===== config.mk =====
export PLATFORM = sky130hd
export DESIGN_NAME = rcs_regs
export DESIGN_NICKNAME = d
export VERILOG_FILES = /design/src/design/rcs_regs.v
export VERILOG_INCLUDE_DIRS = /design/src /design/src/design
export SDC_FILE = /design/constraint.sdc
export NUM_CORES = 1
export LEC_CHECK = 0
export BUFFER_PORTS_ARGS = -buffer_cell sky130_fd_sc_hd__buf_2
export CAP_MARGIN = 10
export CORE_UTILIZATION = 49
export DETAILED_ROUTE_END_ITERATION = 7
export GPL_TIMING_DRIVEN = 0
export PLACE_DENSITY_LB_ADDON = 0.3
export SYNTH_ARGS = -nofsm -noshare
export SYNTH_HDL_FRONTEND = slang
export SYNTH_SLANG_ARGS = --single-unit

===== constraint.sdc =====
create_clock -name aclk -period 2.8 [get_ports aclk]
set_input_delay 0.42 -clock aclk [delete_from_list [all_inputs] [get_ports aclk]]
set_output_delay 0.42 -clock aclk [all_outputs]
set_load 0.02 [all_outputs]

===== src/design/rcs_defines.vh =====
`ifndef RCS_DEFINES_VH
`define RCS_DEFINES_VH

// Register indices; byte address is four times the index
`define RCS_IDX_EVENT_FLAGS      6'h01
`define RCS_IDX_CLOCK_OUTPUT     6'h03
`define RCS_IDX_POWER_MODE       6'h0F

// event_flags_and_irq_enables fields
`define RCS_BIT_PERIODIC_TICK    7
`define RCS_BIT_WATCHDOG         6
`define RCS_BIT_TAMPER_GROUND    5
`define RCS_BIT_ALARM            4
`define RCS_BIT_COUNTDOWN        3
`define RCS_BIT_STAMP_IRQ_EN     2
`define RCS_BIT_ALARM_IRQ_EN     1
`define RCS_BIT_COUNTDOWN_IRQ_EN 0

// power_mode_and_battery_flags fields
`define RCS_POWER_MODE_HI        7
`define RCS_POWER_MODE_LO        5
`define RCS_BIT_SWITCHOVER_STAMP 4
`define RCS_BIT_SWITCHOVER       3
`define RCS_BIT_LOW_BATTERY      2
`define RCS_BIT_SWITCHOVER_IRQ   1
`define RCS_BIT_LOW_BATT_IRQ     0

// clock_output_and_temp_period fields
`define RCS_TEMP_PERIOD_HI       7
`define RCS_TEMP_PERIOD_LO       6
`define RCS_FREQ_SEL_HI          2
`define RCS_FREQ_SEL_LO          0

// Reset values
`define RCS_RST_EVENT_FLAGS      8'h00
`define RCS_RST_POWER_MODE       3'h0
`define RCS_RST_POWER_CTRL       8'h00
`define RCS_RST_TEMP_PERIOD      2'h0
`define RCS_RST_FREQ_SEL         3'h0

// Output frequency codes
`define RCS_FREQ_32K             3'h0
`define RCS_FREQ_1HZ             3'h6
`define RCS_FREQ_OFF             3'h7

// Temperature measurement periods in seconds per select code
`define RCS_TEMP_SEC_00          8'hF0
`define RCS_TEMP_SEC_01          8'h78
`define RCS_TEMP_SEC_10          8'h3C
`define RCS_TEMP_SEC_11          8'h1E

// Oscillator divider: bit 14 toggles every half second, giving 1 Hz
`define RCS_DIV_W                15

// Bus responses
`define RCS_RESP_OKAY            2'h0
`define RCS_RESP_SLVERR          2'h2

`endif


===== src/design/rcs_regs.v =====
`timescale 1ns/1ps
`default_nettype none
`include "rcs_defines.vh"

// Notes on behaviour
// - Periodic tick event sets bit 7 of event register; software clears it.
// - Watchdog event sets bit 6; read-only, bus cannot clear it.
// - Stamp pin pulled to ground sets bit 5, held until software clears.
// - Alarm sets bit 4, held until software clears; clearing drops interrupt.
// - Countdown timer event sets bit 3, held until software clears.
// - Bit 2 enables interrupt from the stamp flag.
// - Bit 1 enables interrupt from the alarm flag.
// - Bit 0 enables interrupt from the countdown flag.
// - Power register bits 7..5 select power management mode.
// - Power register bit 4 requests a stamp on battery switch-over.
// - Switch-over sets power register bit 3, held until software clears.
// - Bit 2 shows live battery-low status; writes cannot clear it.
// - Bit 1 enables interrupt from the switch-over flag.
// - Bit 0 enables interrupt from the battery-low flag.
// - Clock output register: temp period bits 7..6, frequency bits 2..0.
// - Temperature measurement at reset, then every 4, 2, 1 min or 30 s.
// - Frequency select picks square wave from 32.768 kHz down to 1 Hz.
// - Square wave pin is open drain, enabled at reset, else high-Z.
// - All divided frequencies have equal high and low times.
// - Codes 000..110 give 32768..1024 Hz and 1 Hz; 111 is high-Z.
// - Unimplemented bits read as zero.
module rcs_regs (
    // Clock and reset
    input  wire        aclk,
    input  wire        aresetn,
    // AXI4-Lite write address
    input  wire [7:0]  s_axi_awaddr,
    input  wire        s_axi_awvalid,
    output reg         s_axi_awready,
    // AXI4-Lite write data
    input  wire [31:0] s_axi_wdata,
    input  wire [3:0]  s_axi_wstrb,
    input  wire        s_axi_wvalid,
    output reg         s_axi_wready,
    // AXI4-Lite write response
    output reg  [1:0]  s_axi_bresp,
    output reg         s_axi_bvalid,
    input  wire        s_axi_bready,
    // AXI4-Lite read address
    input  wire [7:0]  s_axi_araddr,
    input  wire        s_axi_arvalid,
    output reg         s_axi_arready,
    // AXI4-Lite read data
    output reg  [31:0] s_axi_rdata,
    output reg  [1:0]  s_axi_rresp,
    output reg         s_axi_rvalid,
    input  wire        s_axi_rready,
    // Event sources, one-cycle pulses
    input  wire        tick_event,
    input  wire        watchdog_event,
    input  wire        stamp_ground_event,
    input  wire        alarm_event,
    input  wire        countdown_event,
    input  wire        switchover_event,
    // Battery status level
    input  wire        battery_low,
    // Oscillator level, sampled on aclk
    input  wire        osc_32k,
    // Block outputs
    output reg         irq_q,
    output reg  [2:0]  power_mode_field,
    output reg         switchover_stamp_req,
    output reg         temp_meas_start,
    output reg         square_wave_pin_out,
    output reg         square_wave_pin_oe
);

    ////////////////////////////////////////////////////////////////////////
    // Helpers

    function [7:0] temp_period_sec;
        input [1:0] sel;
        begin
            case (sel)
                2'h0:    temp_period_sec = `RCS_TEMP_SEC_00;
                2'h1:    temp_period_sec = `RCS_TEMP_SEC_01;
                2'h2:    temp_period_sec = `RCS_TEMP_SEC_10;
                default: temp_period_sec = `RCS_TEMP_SEC_11;
            endcase
        end
    endfunction

    function mapped;
        input [5:0] idx;
        begin
            mapped = (idx == `RCS_IDX_EVENT_FLAGS) || (idx == `RCS_IDX_CLOCK_OUTPUT) ||
                     (idx == `RCS_IDX_POWER_MODE);
        end
    endfunction

    ////////////////////////////////////////////////////////////////////////
    // Register state

    reg        periodic_tick_flag_q;
    reg        watchdog_event_flag_q;
    reg        tamper_ground_flag_q;
    reg        alarm_flag_q;
    reg        countdown_flag_q;
    reg        stamp_irq_enable_q;
    reg        alarm_irq_enable_q;
    reg        countdown_irq_enable_q;
    reg        switchover_stamp_enable_q;
    reg        switchover_flag_q;
    reg        low_battery_flag_q;
    reg        switchover_irq_enable_q;
    reg        low_battery_irq_enable_q;
    reg  [1:0] temp_period_select_q;
    reg  [2:0] output_freq_select_q;

    wire [5:0] wr_idx   = s_axi_awaddr[7:2];
    wire [5:0] rd_idx   = s_axi_araddr[7:2];
    wire       wr_fire  = s_axi_awready & s_axi_awvalid & s_axi_wvalid;
    wire       wr_lane  = wr_fire & s_axi_wstrb[0] & (s_axi_awaddr[1:0] == 2'h0);
    wire       wr_evt   = wr_lane & (wr_idx == `RCS_IDX_EVENT_FLAGS);
    wire       wr_pwr   = wr_lane & (wr_idx == `RCS_IDX_POWER_MODE);
    wire       wr_clk   = wr_lane & (wr_idx == `RCS_IDX_CLOCK_OUTPUT);
    wire [7:0] wd       = s_axi_wdata[7:0];

    wire [7:0] evt_reg  = {periodic_tick_flag_q, watchdog_event_flag_q, tamper_ground_flag_q,
                           alarm_flag_q, countdown_flag_q, stamp_irq_enable_q,
                           alarm_irq_enable_q, countdown_irq_enable_q};
    wire [7:0] pwr_reg  = {power_mode_field, switchover_stamp_enable_q, switchover_flag_q,
                           low_battery_flag_q, switchover_irq_enable_q, low_battery_irq_enable_q};
    wire [7:0] clk_reg  = {temp_period_select_q, 3'h0, output_freq_select_q};

    ////////////////////////////////////////////////////////////////////////
    // Bus slave: address and data accepted together, one write at a time

    always @(posedge aclk) begin
        if (!aresetn) begin
            s_axi_awready <= 1'b0;
            s_axi_wready  <= 1'b0;
            s_axi_bvalid  <= 1'b0;
            s_axi_bresp   <= `RCS_RESP_OKAY;
            s_axi_arready <= 1'b0;
            s_axi_rvalid  <= 1'b0;
            s_axi_rresp   <= `RCS_RESP_OKAY;
            s_axi_rdata   <= 32'h0000_0000;
        end else begin
            s_axi_awready <= s_axi_awvalid & s_axi_wvalid & ~s_axi_awready & ~s_axi_bvalid;
            s_axi_wready  <= s_axi_awvalid & s_axi_wvalid & ~s_axi_awready & ~s_axi_bvalid;
            if (wr_fire) begin
                s_axi_bvalid <= 1'b1;
                s_axi_bresp  <= (mapped(wr_idx) && s_axi_awaddr[1:0] == 2'h0) ?
                                `RCS_RESP_OKAY : `RCS_RESP_SLVERR;
            end else if (s_axi_bready) begin
                s_axi_bvalid <= 1'b0;
            end
            s_axi_arready <= s_axi_arvalid & ~s_axi_arready & ~s_axi_rvalid;
            if (s_axi_arready & s_axi_arvalid) begin
                s_axi_rvalid <= 1'b1;
                s_axi_rresp  <= `RCS_RESP_OKAY;
                s_axi_rdata  <= 32'h0000_0000;
                if (s_axi_araddr[1:0] != 2'h0 || !mapped(rd_idx))
                    s_axi_rresp <= `RCS_RESP_SLVERR;
                else if (rd_idx == `RCS_IDX_EVENT_FLAGS)
                    s_axi_rdata <= {24'h00_0000, evt_reg};
                else if (rd_idx == `RCS_IDX_POWER_MODE)
                    s_axi_rdata <= {24'h00_0000, pwr_reg};
                else
                    s_axi_rdata <= {24'h00_0000, clk_reg};
            end else if (s_axi_rready) begin
                s_axi_rvalid <= 1'b0;
            end
        end
    end

    ////////////////////////////////////////////////////////////////////////
    // Flags and enables; an event in the clearing cycle wins

    always @(posedge aclk) begin
        if (!aresetn) begin
            {periodic_tick_flag_q, watchdog_event_flag_q, tamper_ground_flag_q, alarm_flag_q,
             countdown_flag_q, stamp_irq_enable_q, alarm_irq_enable_q,
             countdown_irq_enable_q} <= `RCS_RST_EVENT_FLAGS;
            power_mode_field          <= `RCS_RST_POWER_MODE;
            switchover_stamp_enable_q <= 1'b0;
            switchover_flag_q         <= 1'b0;
            low_battery_flag_q        <= 1'b0;
            switchover_irq_enable_q   <= 1'b0;
            low_battery_irq_enable_q  <= 1'b0;
            temp_period_select_q      <= `RCS_RST_TEMP_PERIOD;
            output_freq_select_q      <= `RCS_RST_FREQ_SEL;
        end else begin
            periodic_tick_flag_q  <= tick_event | (periodic_tick_flag_q &
                                     ~(wr_evt & ~wd[`RCS_BIT_PERIODIC_TICK]));
            watchdog_event_flag_q <= watchdog_event | watchdog_event_flag_q;
            tamper_ground_flag_q  <= stamp_ground_event | (tamper_ground_flag_q &
                                     ~(wr_evt & ~wd[`RCS_BIT_TAMPER_GROUND]));
            alarm_flag_q          <= alarm_event | (alarm_flag_q &
                                     ~(wr_evt & ~wd[`RCS_BIT_ALARM]));
            countdown_flag_q      <= countdown_event | (countdown_flag_q &
                                     ~(wr_evt & ~wd[`RCS_BIT_COUNTDOWN]));
            switchover_flag_q     <= switchover_event | (switchover_flag_q &
                                     ~(wr_pwr & ~wd[`RCS_BIT_SWITCHOVER]));
            low_battery_flag_q    <= battery_low;
            if (wr_evt) begin
                stamp_irq_enable_q     <= wd[`RCS_BIT_STAMP_IRQ_EN];
                alarm_irq_enable_q     <= wd[`RCS_BIT_ALARM_IRQ_EN];
                countdown_irq_enable_q <= wd[`RCS_BIT_COUNTDOWN_IRQ_EN];
            end
            if (wr_pwr) begin
                power_mode_field          <= wd[`RCS_POWER_MODE_HI:`RCS_POWER_MODE_LO];
                switchover_stamp_enable_q <= wd[`RCS_BIT_SWITCHOVER_STAMP];
                switchover_irq_enable_q   <= wd[`RCS_BIT_SWITCHOVER_IRQ];
                low_battery_irq_enable_q  <= wd[`RCS_BIT_LOW_BATT_IRQ];
            end
            if (wr_clk) begin
                temp_period_select_q <= wd[`RCS_TEMP_PERIOD_HI:`RCS_TEMP_PERIOD_LO];
                output_freq_select_q <= wd[`RCS_FREQ_SEL_HI:`RCS_FREQ_SEL_LO];
            end
        end
    end

    ////////////////////////////////////////////////////////////////////////
    // Interrupt and stamp request
    // Tick and watchdog flags drive the interrupt directly; they have no enable bit.

    always @(posedge aclk) begin
        if (!aresetn) begin
            irq_q                <= 1'b0;
            switchover_stamp_req <= 1'b0;
        end else begin
            irq_q <= periodic_tick_flag_q | watchdog_event_flag_q |
                     (tamper_ground_flag_q & stamp_irq_enable_q) |
                     (alarm_flag_q & alarm_irq_enable_q) |
                     (countdown_flag_q & countdown_irq_enable_q) |
                     (switchover_flag_q & switchover_irq_enable_q) |
                     (low_battery_flag_q & low_battery_irq_enable_q);
            switchover_stamp_req <= switchover_event & switchover_stamp_enable_q;
        end
    end

    ////////////////////////////////////////////////////////////////////////
    // Oscillator divider, square wave and temperature scheduler

    reg                  osc_prev_q;
    reg  [`RCS_DIV_W-1:0] div_q;
    reg  [7:0]           sec_q;
    reg                  meas_pending_q;
    wire                 osc_rise = osc_32k & ~osc_prev_q;
    wire                 sec_tick = osc_rise & (&div_q);
    reg                  wave_d;

    always @* begin
        case (output_freq_select_q)
            `RCS_FREQ_32K: wave_d = osc_32k; // Undivided, duty follows oscillator
            3'h1:    wave_d = div_q[0];
            3'h2:    wave_d = div_q[1];
            3'h3:    wave_d = div_q[2];
            3'h4:    wave_d = div_q[3];
            3'h5:    wave_d = div_q[4];
            `RCS_FREQ_1HZ: wave_d = div_q[14];
            default: wave_d = 1'b1;
        endcase
    end

    always @(posedge aclk) begin
        if (!aresetn) begin
            osc_prev_q          <= 1'b0;
            div_q               <= {`RCS_DIV_W{1'b0}};
            sec_q               <= 8'h00;
            meas_pending_q      <= 1'b1;
            temp_meas_start     <= 1'b0;
            square_wave_pin_out <= 1'b0;
            square_wave_pin_oe  <= 1'b0;
        end else begin
            osc_prev_q <= osc_32k;
            if (osc_rise)
                div_q <= div_q + {{(`RCS_DIV_W-1){1'b0}}, 1'b1};
            // First measurement right after reset, then on the period
            temp_meas_start <= meas_pending_q;
            meas_pending_q  <= 1'b0;
            if (sec_tick) begin
                if (sec_q + 8'h01 >= temp_period_sec(temp_period_select_q)) begin
                    sec_q          <= 8'h00;
                    meas_pending_q <= 1'b1;
                end else begin
                    sec_q <= sec_q + 8'h01;
                end
            end
            // Open drain: pull low only; high level comes from the pull-up
            square_wave_pin_out <= 1'b0;
            square_wave_pin_oe  <= (output_freq_select_q != `RCS_FREQ_OFF) & ~wave_d;
        end
    end

endmodule // rcs_regs

`default_nettype wire


; Word level (Yosys, flattened, before mapping)
; Index checks and enable logic that the tools add are counted.
[totals]
ff_bits = 90
in_bits = 67
word_cells = 138
[op_classes]
addsub = 2
n_lt_le_gt_ge = 1
eq_ne = 15
n_mux = 16
bitwise = 59
reduce_logical = 14
[ops]
columns = op, n
row1 = 8-bit 2-to-1 mux, 6
row2 = 1-bit bitwise AND, 32
row3 = 8-bit one-hot mux with 3 select lines, 1
row4 = 15-bit by 1-bit adder with 15-bit output (second input constant), 1
row5 = 1-bit NOT, 15
row6 = 15-bit AND reduction, 1
row7 = 6-bit by 1-bit == test with 1-bit output (second input constant), 2
row8 = 6-bit by 2-bit == test with 1-bit output (second input constant), 2
row9 = 6-bit by 4-bit == test with 1-bit output (second input constant), 2
row10 = 1-bit bitwise OR, 12
row11 = 3-bit == test (second input constant), 3
row12 = 8-bit by 1-bit adder with 8-bit output (second input constant), 1
row13 = 8-bit greater-or-equal comparator, 1
row14 = 1-bit one-hot mux with 7 select lines, 1
row15 = 3-bit by 2-bit == test with 1-bit output (second input constant), 2
row16 = 1-bit 2-to-1 mux, 6
row17 = 2-bit nonzero test, 3
row18 = 1-bit logical OR, 5
row19 = 2-bit logical NOT, 2
row20 = 2-bit 2-to-1 mux, 2
row21 = 3-bit by 1-bit == test with 1-bit output (second input constant), 1
row22 = 3-bit logical NOT, 1
row23 = 3-bit inequality test (second input constant), 1
row24 = 2-bit by 1-bit == test with 1-bit output (second input constant), 1
row25 = 3 further kinds, 3

; Longest topological paths before layout
; Gate-level depths: netlist of the first run.
[logic_depth]
word_depth = 9
mapped_depth = 10
depth_no_buf = 10

; Worst setup path after synthesis of the first run
; OpenSTA, ideal clock, no wires.
[synth_timing]
path_type = register to register
start = register sec_q[0]
end = register sec_q[4]
arrival_ns = 2.368
t_required_ns = 2.730
slack_ns = 0.362
stages_incl_launch_ff = 11
path_buffers = 0
synth_period_minus_slack_ns = 2.438
path_cell_list = dfxtp_1 -> ha_1 -> and3_1 -> nand3_1 -> xnor2_1 -> ha_1 -> a21o_1 -> a211o_1 -> a31o_2 -> or2_1 -> o2bb2ai_1
[synth_between]
elab_chain_len = 3
[synth_rtl]
columns = element, line_no
row1 = start: declaration, rcs_regs.v:244  ; reg [7:0] sec_q;
row2 = start signal: assignment, rcs_regs.v:284  ; sec_q <= sec_q + 8'h01;
row3 = 8-bit by 1-bit adder with 8-bit output (*), "rcs_regs.v:280, rcs_regs.v:284"
row4 = 8-bit greater-or-equal comparator, rcs_regs.v:280  ; if (sec_q + 8'h01 >= temp_period_sec(temp_period_select_q)) begin
row5 = 8-bit 2-to-1 mux (*), rcs_regs.v:280
; Every way passes the cells marked *; elsewhere a longest branch is shown, timed or not.
; A chain may end at the register's enable or synchronous reset.

; Worst setup path after layout of the first run
; Ends and elaborated chain as after synthesis.

==> out/summary.txt, run 1 <==
outcome: completed
Site Rows: 28
htree depth: 3
Hold Buf Count CTS: 0
gpl congestion: 0.8121
Buffers on Ports: 61
sequential area share after synthesis: 41.08%
Die ar.: 6689 um2
Avg Vias per Cell: 5.121
actual slew at the worst max-slew pin: 656.3 ps
Routed Antenna Nets: 0
CP endpoint kind: register
Antenna Cells: 0
final worst-path cycle share: 95.04%
RSZ-0062 raised after global routing: false
gr ovfl total: 0
Setup Skew: 4.948 ps
layout net count: 524
Max Buffers Root-to-Sink: 2
count leader, synth: dfxtp_1
core box area: 6026 um2
Worst setup SP type: register
Die Ht: 81.79 um
largest area contributor in the netlist: dfxtp_1
Hold Vio Cnt, Final: 0
root buffer cell: clkbuf_8
Ys Warns: 0
post-cts sizing count: 0
WS Path Type: reg -> reg
global-route wire length before repair: 11,330 um
PwrDens: 518.0 nW/um2
FFs w/ async S/R, synth: 0%
fin. max-slew vios: 0
FILL cells: 537
vias in the first global route: 2,496
min-delay worst type: in -> reg
NetSw: 0.4494 mW
Total Routing Usage GR: 22.75%
CP required: 3070 ps
setup TNS: 0 ps
fin crit period: 2661 ps
Net Sw Frac: 22.53%
Wirelength per Cell: 13.04 um
Netlist cell types: 51
drt pass-1 iters: 4
Sink Count: 64
WHS: 292.7 ps
CTS tree: yes
EDFF count, synth: 0
crit-path max FO: 10
# DRC: 0
Setup Buffers After CTS: 0
Skew-Pair Late Insertion Delay: 340 ps
CTS buffer count: 9
Top-Level Pins: 116
LEAKAGE: 1.854 nW
worst vdd ir: 0.3876 mV
fin worst setup slack: 138.8 ps
Clk pwr share: 44.0%
Yosys reg bits: 64
Slew headroom: 56.01%
drt total wl: 6885 um
Max Clock Freq: 375.8 MHz
pre-CTS setup slack: 38.04 ps
Seq pwr share: 47.2%
Chip Width: 81.79 um
Comb pwr share: 8.8%
largest net degree at the start of global routing: 11
clk slew on worst S/H paths: 70 ps
Max Cap Viol: 0
Syn Area/Cell: 8.887 um2
share of post-route cells with drive strength above 1: 26.49%
Setup Viol. Count Final: 0
internal cell power: 1.545 mW
share of the synthesized area in the top cell type: 41.08%
mapped cell area: 3119 um2
post-synthesis instance total: 351
Arr. time, crit path: 2930 ps
Synth area leaders: dfxtp_1, buf_4, mux2i_1
Area Growth Syn to Fin: 23.43%
Detailed Place HPWL: 5155 um
main flop type after synthesis: dfxtp_1
Initial Util: 51.76%
via count: 2,704
DR iter-0 viols: 173
initial antenna violation count: 0
most frequent cells after synthesis: dfxtp_1, nor2_1, buf_4
==> power groups by stage <==
stage / combinational [mW] / clock (mW) / sequential (mW)
after floorplan: 0.110 / 0 / 0.964
after global placement: 0.171 / 0 / 0.960
after detailed placement: 0.174 / 0 / 0.961
after CTS: 0.174 / 0.890 / 0.940
after global routing: 0.192 / 0.933 / 0.942
final: 0.176 / 0.878 / 0.941
==> stage by stage <==
| step | cell area [um2] | std cells | power, mW | util [%] |
|---|---|---|---|---|
| after floorplan | 3217 | 377 | 1.075 | - |
| after global placement | 3616 | 513 | 1.131 | 60.01 |
| after detailed placement | 3616 | 513 | 1.134 | 60.01 |
| after CTS | 3836 | 528 | 2.004 | 63.66 |
| after global routing | 3850 | 528 | 2.067 | 63.89 |
| final | 3850 | 528 | 1.994 | 63.89 |
==> layout make-up <==
class	instances	area, um2	area share, %
inverters	8	30.03	0.7800
flip-flops and latches	64	1284	33.34
plain buffers	40	274.0	7.117
clock buffers	12	155.1	4.030
repair buffers	61	305.3	7.930
clock inverters	3	65.06	1.690
multi-input cells	265	1643	42.67
well taps	75	93.84	2.437
==> cell families after synthesis <==
family	share of synthesized area, %
adders and majority gates	3.209
xor gates and xnor gates	4.773
muxes	7.902
AOI/OAI and AO/OA	11.91
other	0.1202
and+or+nand+nor	21.26
buffers and inverters	9.747
DFF	41.08
==> path summary, 6_finish.rpt <==
check,endpoint,slack (ps),startpoint,cells after the start
worst min-delay path,low_battery_flag_q,290,battery_low,2
worst max-delay path,sec_q[4],140,sec_q[0],10
worst max register to register,sec_q[4],140,sec_q[0],10
worst min register to register,temp_meas_start,440,meas_pending_q,1
==> routing by layer <==
layer / track usage [%] / routed length, um / up-vias
li1: - / - / 1362
met2: 38.02 / 3241 / 89
met1: 27.64 / 3078 / 1246
met3: 7.222 / 510 / 7
met5: 0 / 0 / -
met4: 7.018 / 55 / 0
==> cells in the final DEF (no fill, tap or decap), types with 9 or more instances in the layout <==
cell / instances
buf_2: 63
dfxtp_1: 62
nor2_1: 46
buf_4: 28
conb_1: 27
o21ai_1: 21
nand2_1: 20
mux2i_1: 19
nand3_1: 14
a21oi_1: 13
xor2_1: 11
clkbuf_8: 11
clkbuf_1: 9
==> critical path, stage by stage (launching register included) <==
cell       delay [ps]
dfxtp_2           370
ha_2              220
and3_2            230
nand3_1           140
xnor2_2           180
ha_1              310
a21o_1            160
a211o_1           290
a31o_2            290
or2_1             260
o2bb2ai_1         140
==> state kept, by name, indices dropped and copies added (netlist names), 2 cells and up <==
name,flops
div_q,15
s_axi_rdata,8
temp_period_select_q,2
output_freq_select_q,3
power_mode_field,3
sec_q,8
No activity file was read; power rests on OpenSTA's default activity.
==> run 2, diff against run 1 <==
Settings changed: PLACE_DENSITY set to 0.8, PLACE_DENSITY_LB_ADDON 0.3 to unset.
==> out/summary.txt, run 2 (same netlist as run 1, synthesis figures left out) <==
outcome: completed
WS Path Type: reg -> reg
Setup Viol. Count Final: 0 (unchanged)
Initial Util: 51.76% (unchanged)
Top reg by flops: div_q
largest net degree at the start of global routing: 12 (+1)
CTS buffer count: 9 (unchanged)
Setup Skew: 6.229 ps (+1.282 ps)
root buffer cell: clkbuf_8
Skew-Pair Late Insertion Delay: 330 ps (about the same)
Max Buffers Root-to-Sink: 2 (unchanged)
actual slew at the worst max-slew pin: 622.6 ps (-33.68 ps)
CP endpoint kind: register
RSZ-0062 raised after global routing: false
htree depth: 3 (unchanged)
overall power: 1.872 mW (-6.1%)
setup TNS: 0 ps (unchanged)
RR Startpoint: sec_q[1]
worst vdd ir: 0.3602 mV (-7.1%)
gpl congestion: 0.8110 (-0.14%)
Routed Antenna Nets: 0 (unchanged)
Top-Level Pins: 116 (unchanged)
Site Rows: 28 (unchanged)
Worst setup SP type: register
Buffers on Ports: 61 (unchanged)
vias in the first global route: 2,487 (-0.36%)
HP Start: battery_low
global-route wire length before repair: 11,070 um (-2.3%)
clk slew on worst S/H paths: 70 ps (about the same)
final worst-path cycle share: 95.64% (+0.60 points)
via count: 2,738 (+1.3%)
Final Non-Filler Cells: 529 (+0.19%)
layout net count: 524 (unchanged)
Wirelength per Cell: 13.09 um (+0.36%)
pre-CTS setup slack: 42.32 ps (+4.275 ps)
drt pass-1 iters: 4 (unchanged)
Sink Count: 64 (unchanged)
# DRC: 0 (unchanged)
Die ar.: 6689 um2 (unchanged)
drt total wl: 6923 um (+0.55%)
Seq. cell area: 1282 um2 (about the same)
PwrDens: 490.4 nW/um2 (-5.3%)
DR iter-0 viols: 177 (+2.3%)
Setup Buffers After CTS: 0 (unchanged)
Largest regs: div_q x15, s_axi_rdata x8, sec_q x8
area of the multi-input gates: 1644 um2 (about the same)
CP required: 3070 ps (about the same)
FILL cells: 527 (-1.9%)
LEAKAGE: 1.833 nW (-1.1%)
Arr. time, crit path: 2940 ps (about the same)
Total Routing Usage GR: 22.24% (-0.51 points)
fin. max-slew vios: 0 (unchanged)
Avg Vias per Cell: 5.176 (+1.1%)
Area Growth Syn to Fin: 22.38%
initial antenna violation count: 0 (unchanged)
gr ovfl total: 0 (unchanged)
Max Cap Viol: 0 (unchanged)
Hold Vio Cnt, Final: 0 (unchanged)
Largest register FFs: 15 (unchanged)
Util after Layout: 63.35% (-0.54 points)
CTS tree: yes
Antenna Cells: 0 (unchanged)
worst setup path start: sec_q[1]
fin worst setup slack: 122.0 ps (-16.85 ps)
min-delay worst type: in -> reg
placed cells: 513 (unchanged)
Slew headroom: 58.49% (+2.5 points)
fin crit period: 2678 ps (+16.85 ps)
Detailed Place HPWL: 5234 um (+1.5%)
most frequent cells in the layout: buf_2, dfxtp_1, nor2_1, buf_4, conb_1
Chip Width: 81.79 um (unchanged)
Die Ht: 81.79 um (unchanged)
core box area: 6026 um2 (unchanged)
share of post-route cells with drive strength above 1: 26.43% (-0.058 points)
Max Clock Freq: 373.4 MHz (-0.63%)
crit-path max FO: 10 (unchanged)
[run 2: cell types whose count changed in the layout (fill, tap and decap cells not counted)]
cell / change
dfxtp_1: +1
nor2_1: -1
and3_1: +1
clkbuf_8: -2
and3_2: -1
dfxtp_2: -1
nor2_2: +1
clkinvlp_4: +2
bufinv_16: -1
clkinv_2: +2
[run 2: worst paths after layout]
| check | slack, ps | cells after the start | endpoint |
|---|---|---|---|
| worst max-delay path | 120 | 10 | sec_q[4] |
| worst min-delay path | 310 | 2 | low_battery_flag_q |
| worst max register to register | 120 | 10 | sec_q[4] |
| worst min register to register | 440 | 1 | temp_meas_start |
[run 2: critical path, cell delays in order, from the launching register on]
cell	delay (ps)
dfxtp_1	380
ha_2	230
and3_1	250
nand3_1	150
xnor2_2	180
ha_1	310
a21o_1	160
a211o_1	280
a31o_2	290
or2_1	260
o2bb2ai_1	140
[run 2: per-stage QoR]
| stage | hold WS (ps) | cell area [um2] |
|---|---|---|
| 6_report | 305.3 | 3817 |
| 5_1_grt | 295.9 | 3817 |
| 4_1_cts | 284.8 | 3804 |
| 3_5_place_dp | 427.8 | 3616 |
| 3_3_place_gp | 418.7 | 3616 |
| 2_1_floorplan | 411.9 | 3217 |
[run 2: power by group]
group	internal [mW]	switching, mW
logic	0.0738	0.102
registers	0.927	0.0137
clock network	0.406	0.349
total	1.41	0.465
[run 2: final cells by class]
cell class                 count  area share [%]
buffer                        40           7.178
clock buffer                  10           3.343
clock inverter                 6           1.573
sequential                    64           33.60
tap                           75           2.458
multi-input combinational    265           43.07
timing repair buffer          61           7.997
inverter                       8          0.7866
[run 2: timing repair]
action                                 CTS  global route
endpoints found under the hold margin    0             0
hold buffers                             0             0
setup endpoints to repair                0             6
resized for setup                        0             4
[run 2: metal layers]
metal	global-route usage [%]	share of wire, %	vias up
met3	7.111	7.7	8
met5	0	0	-
met1	26.91	44	1261
met2	35.95	47	101
li1	-	-	1368
met4	9.649	1.3	0
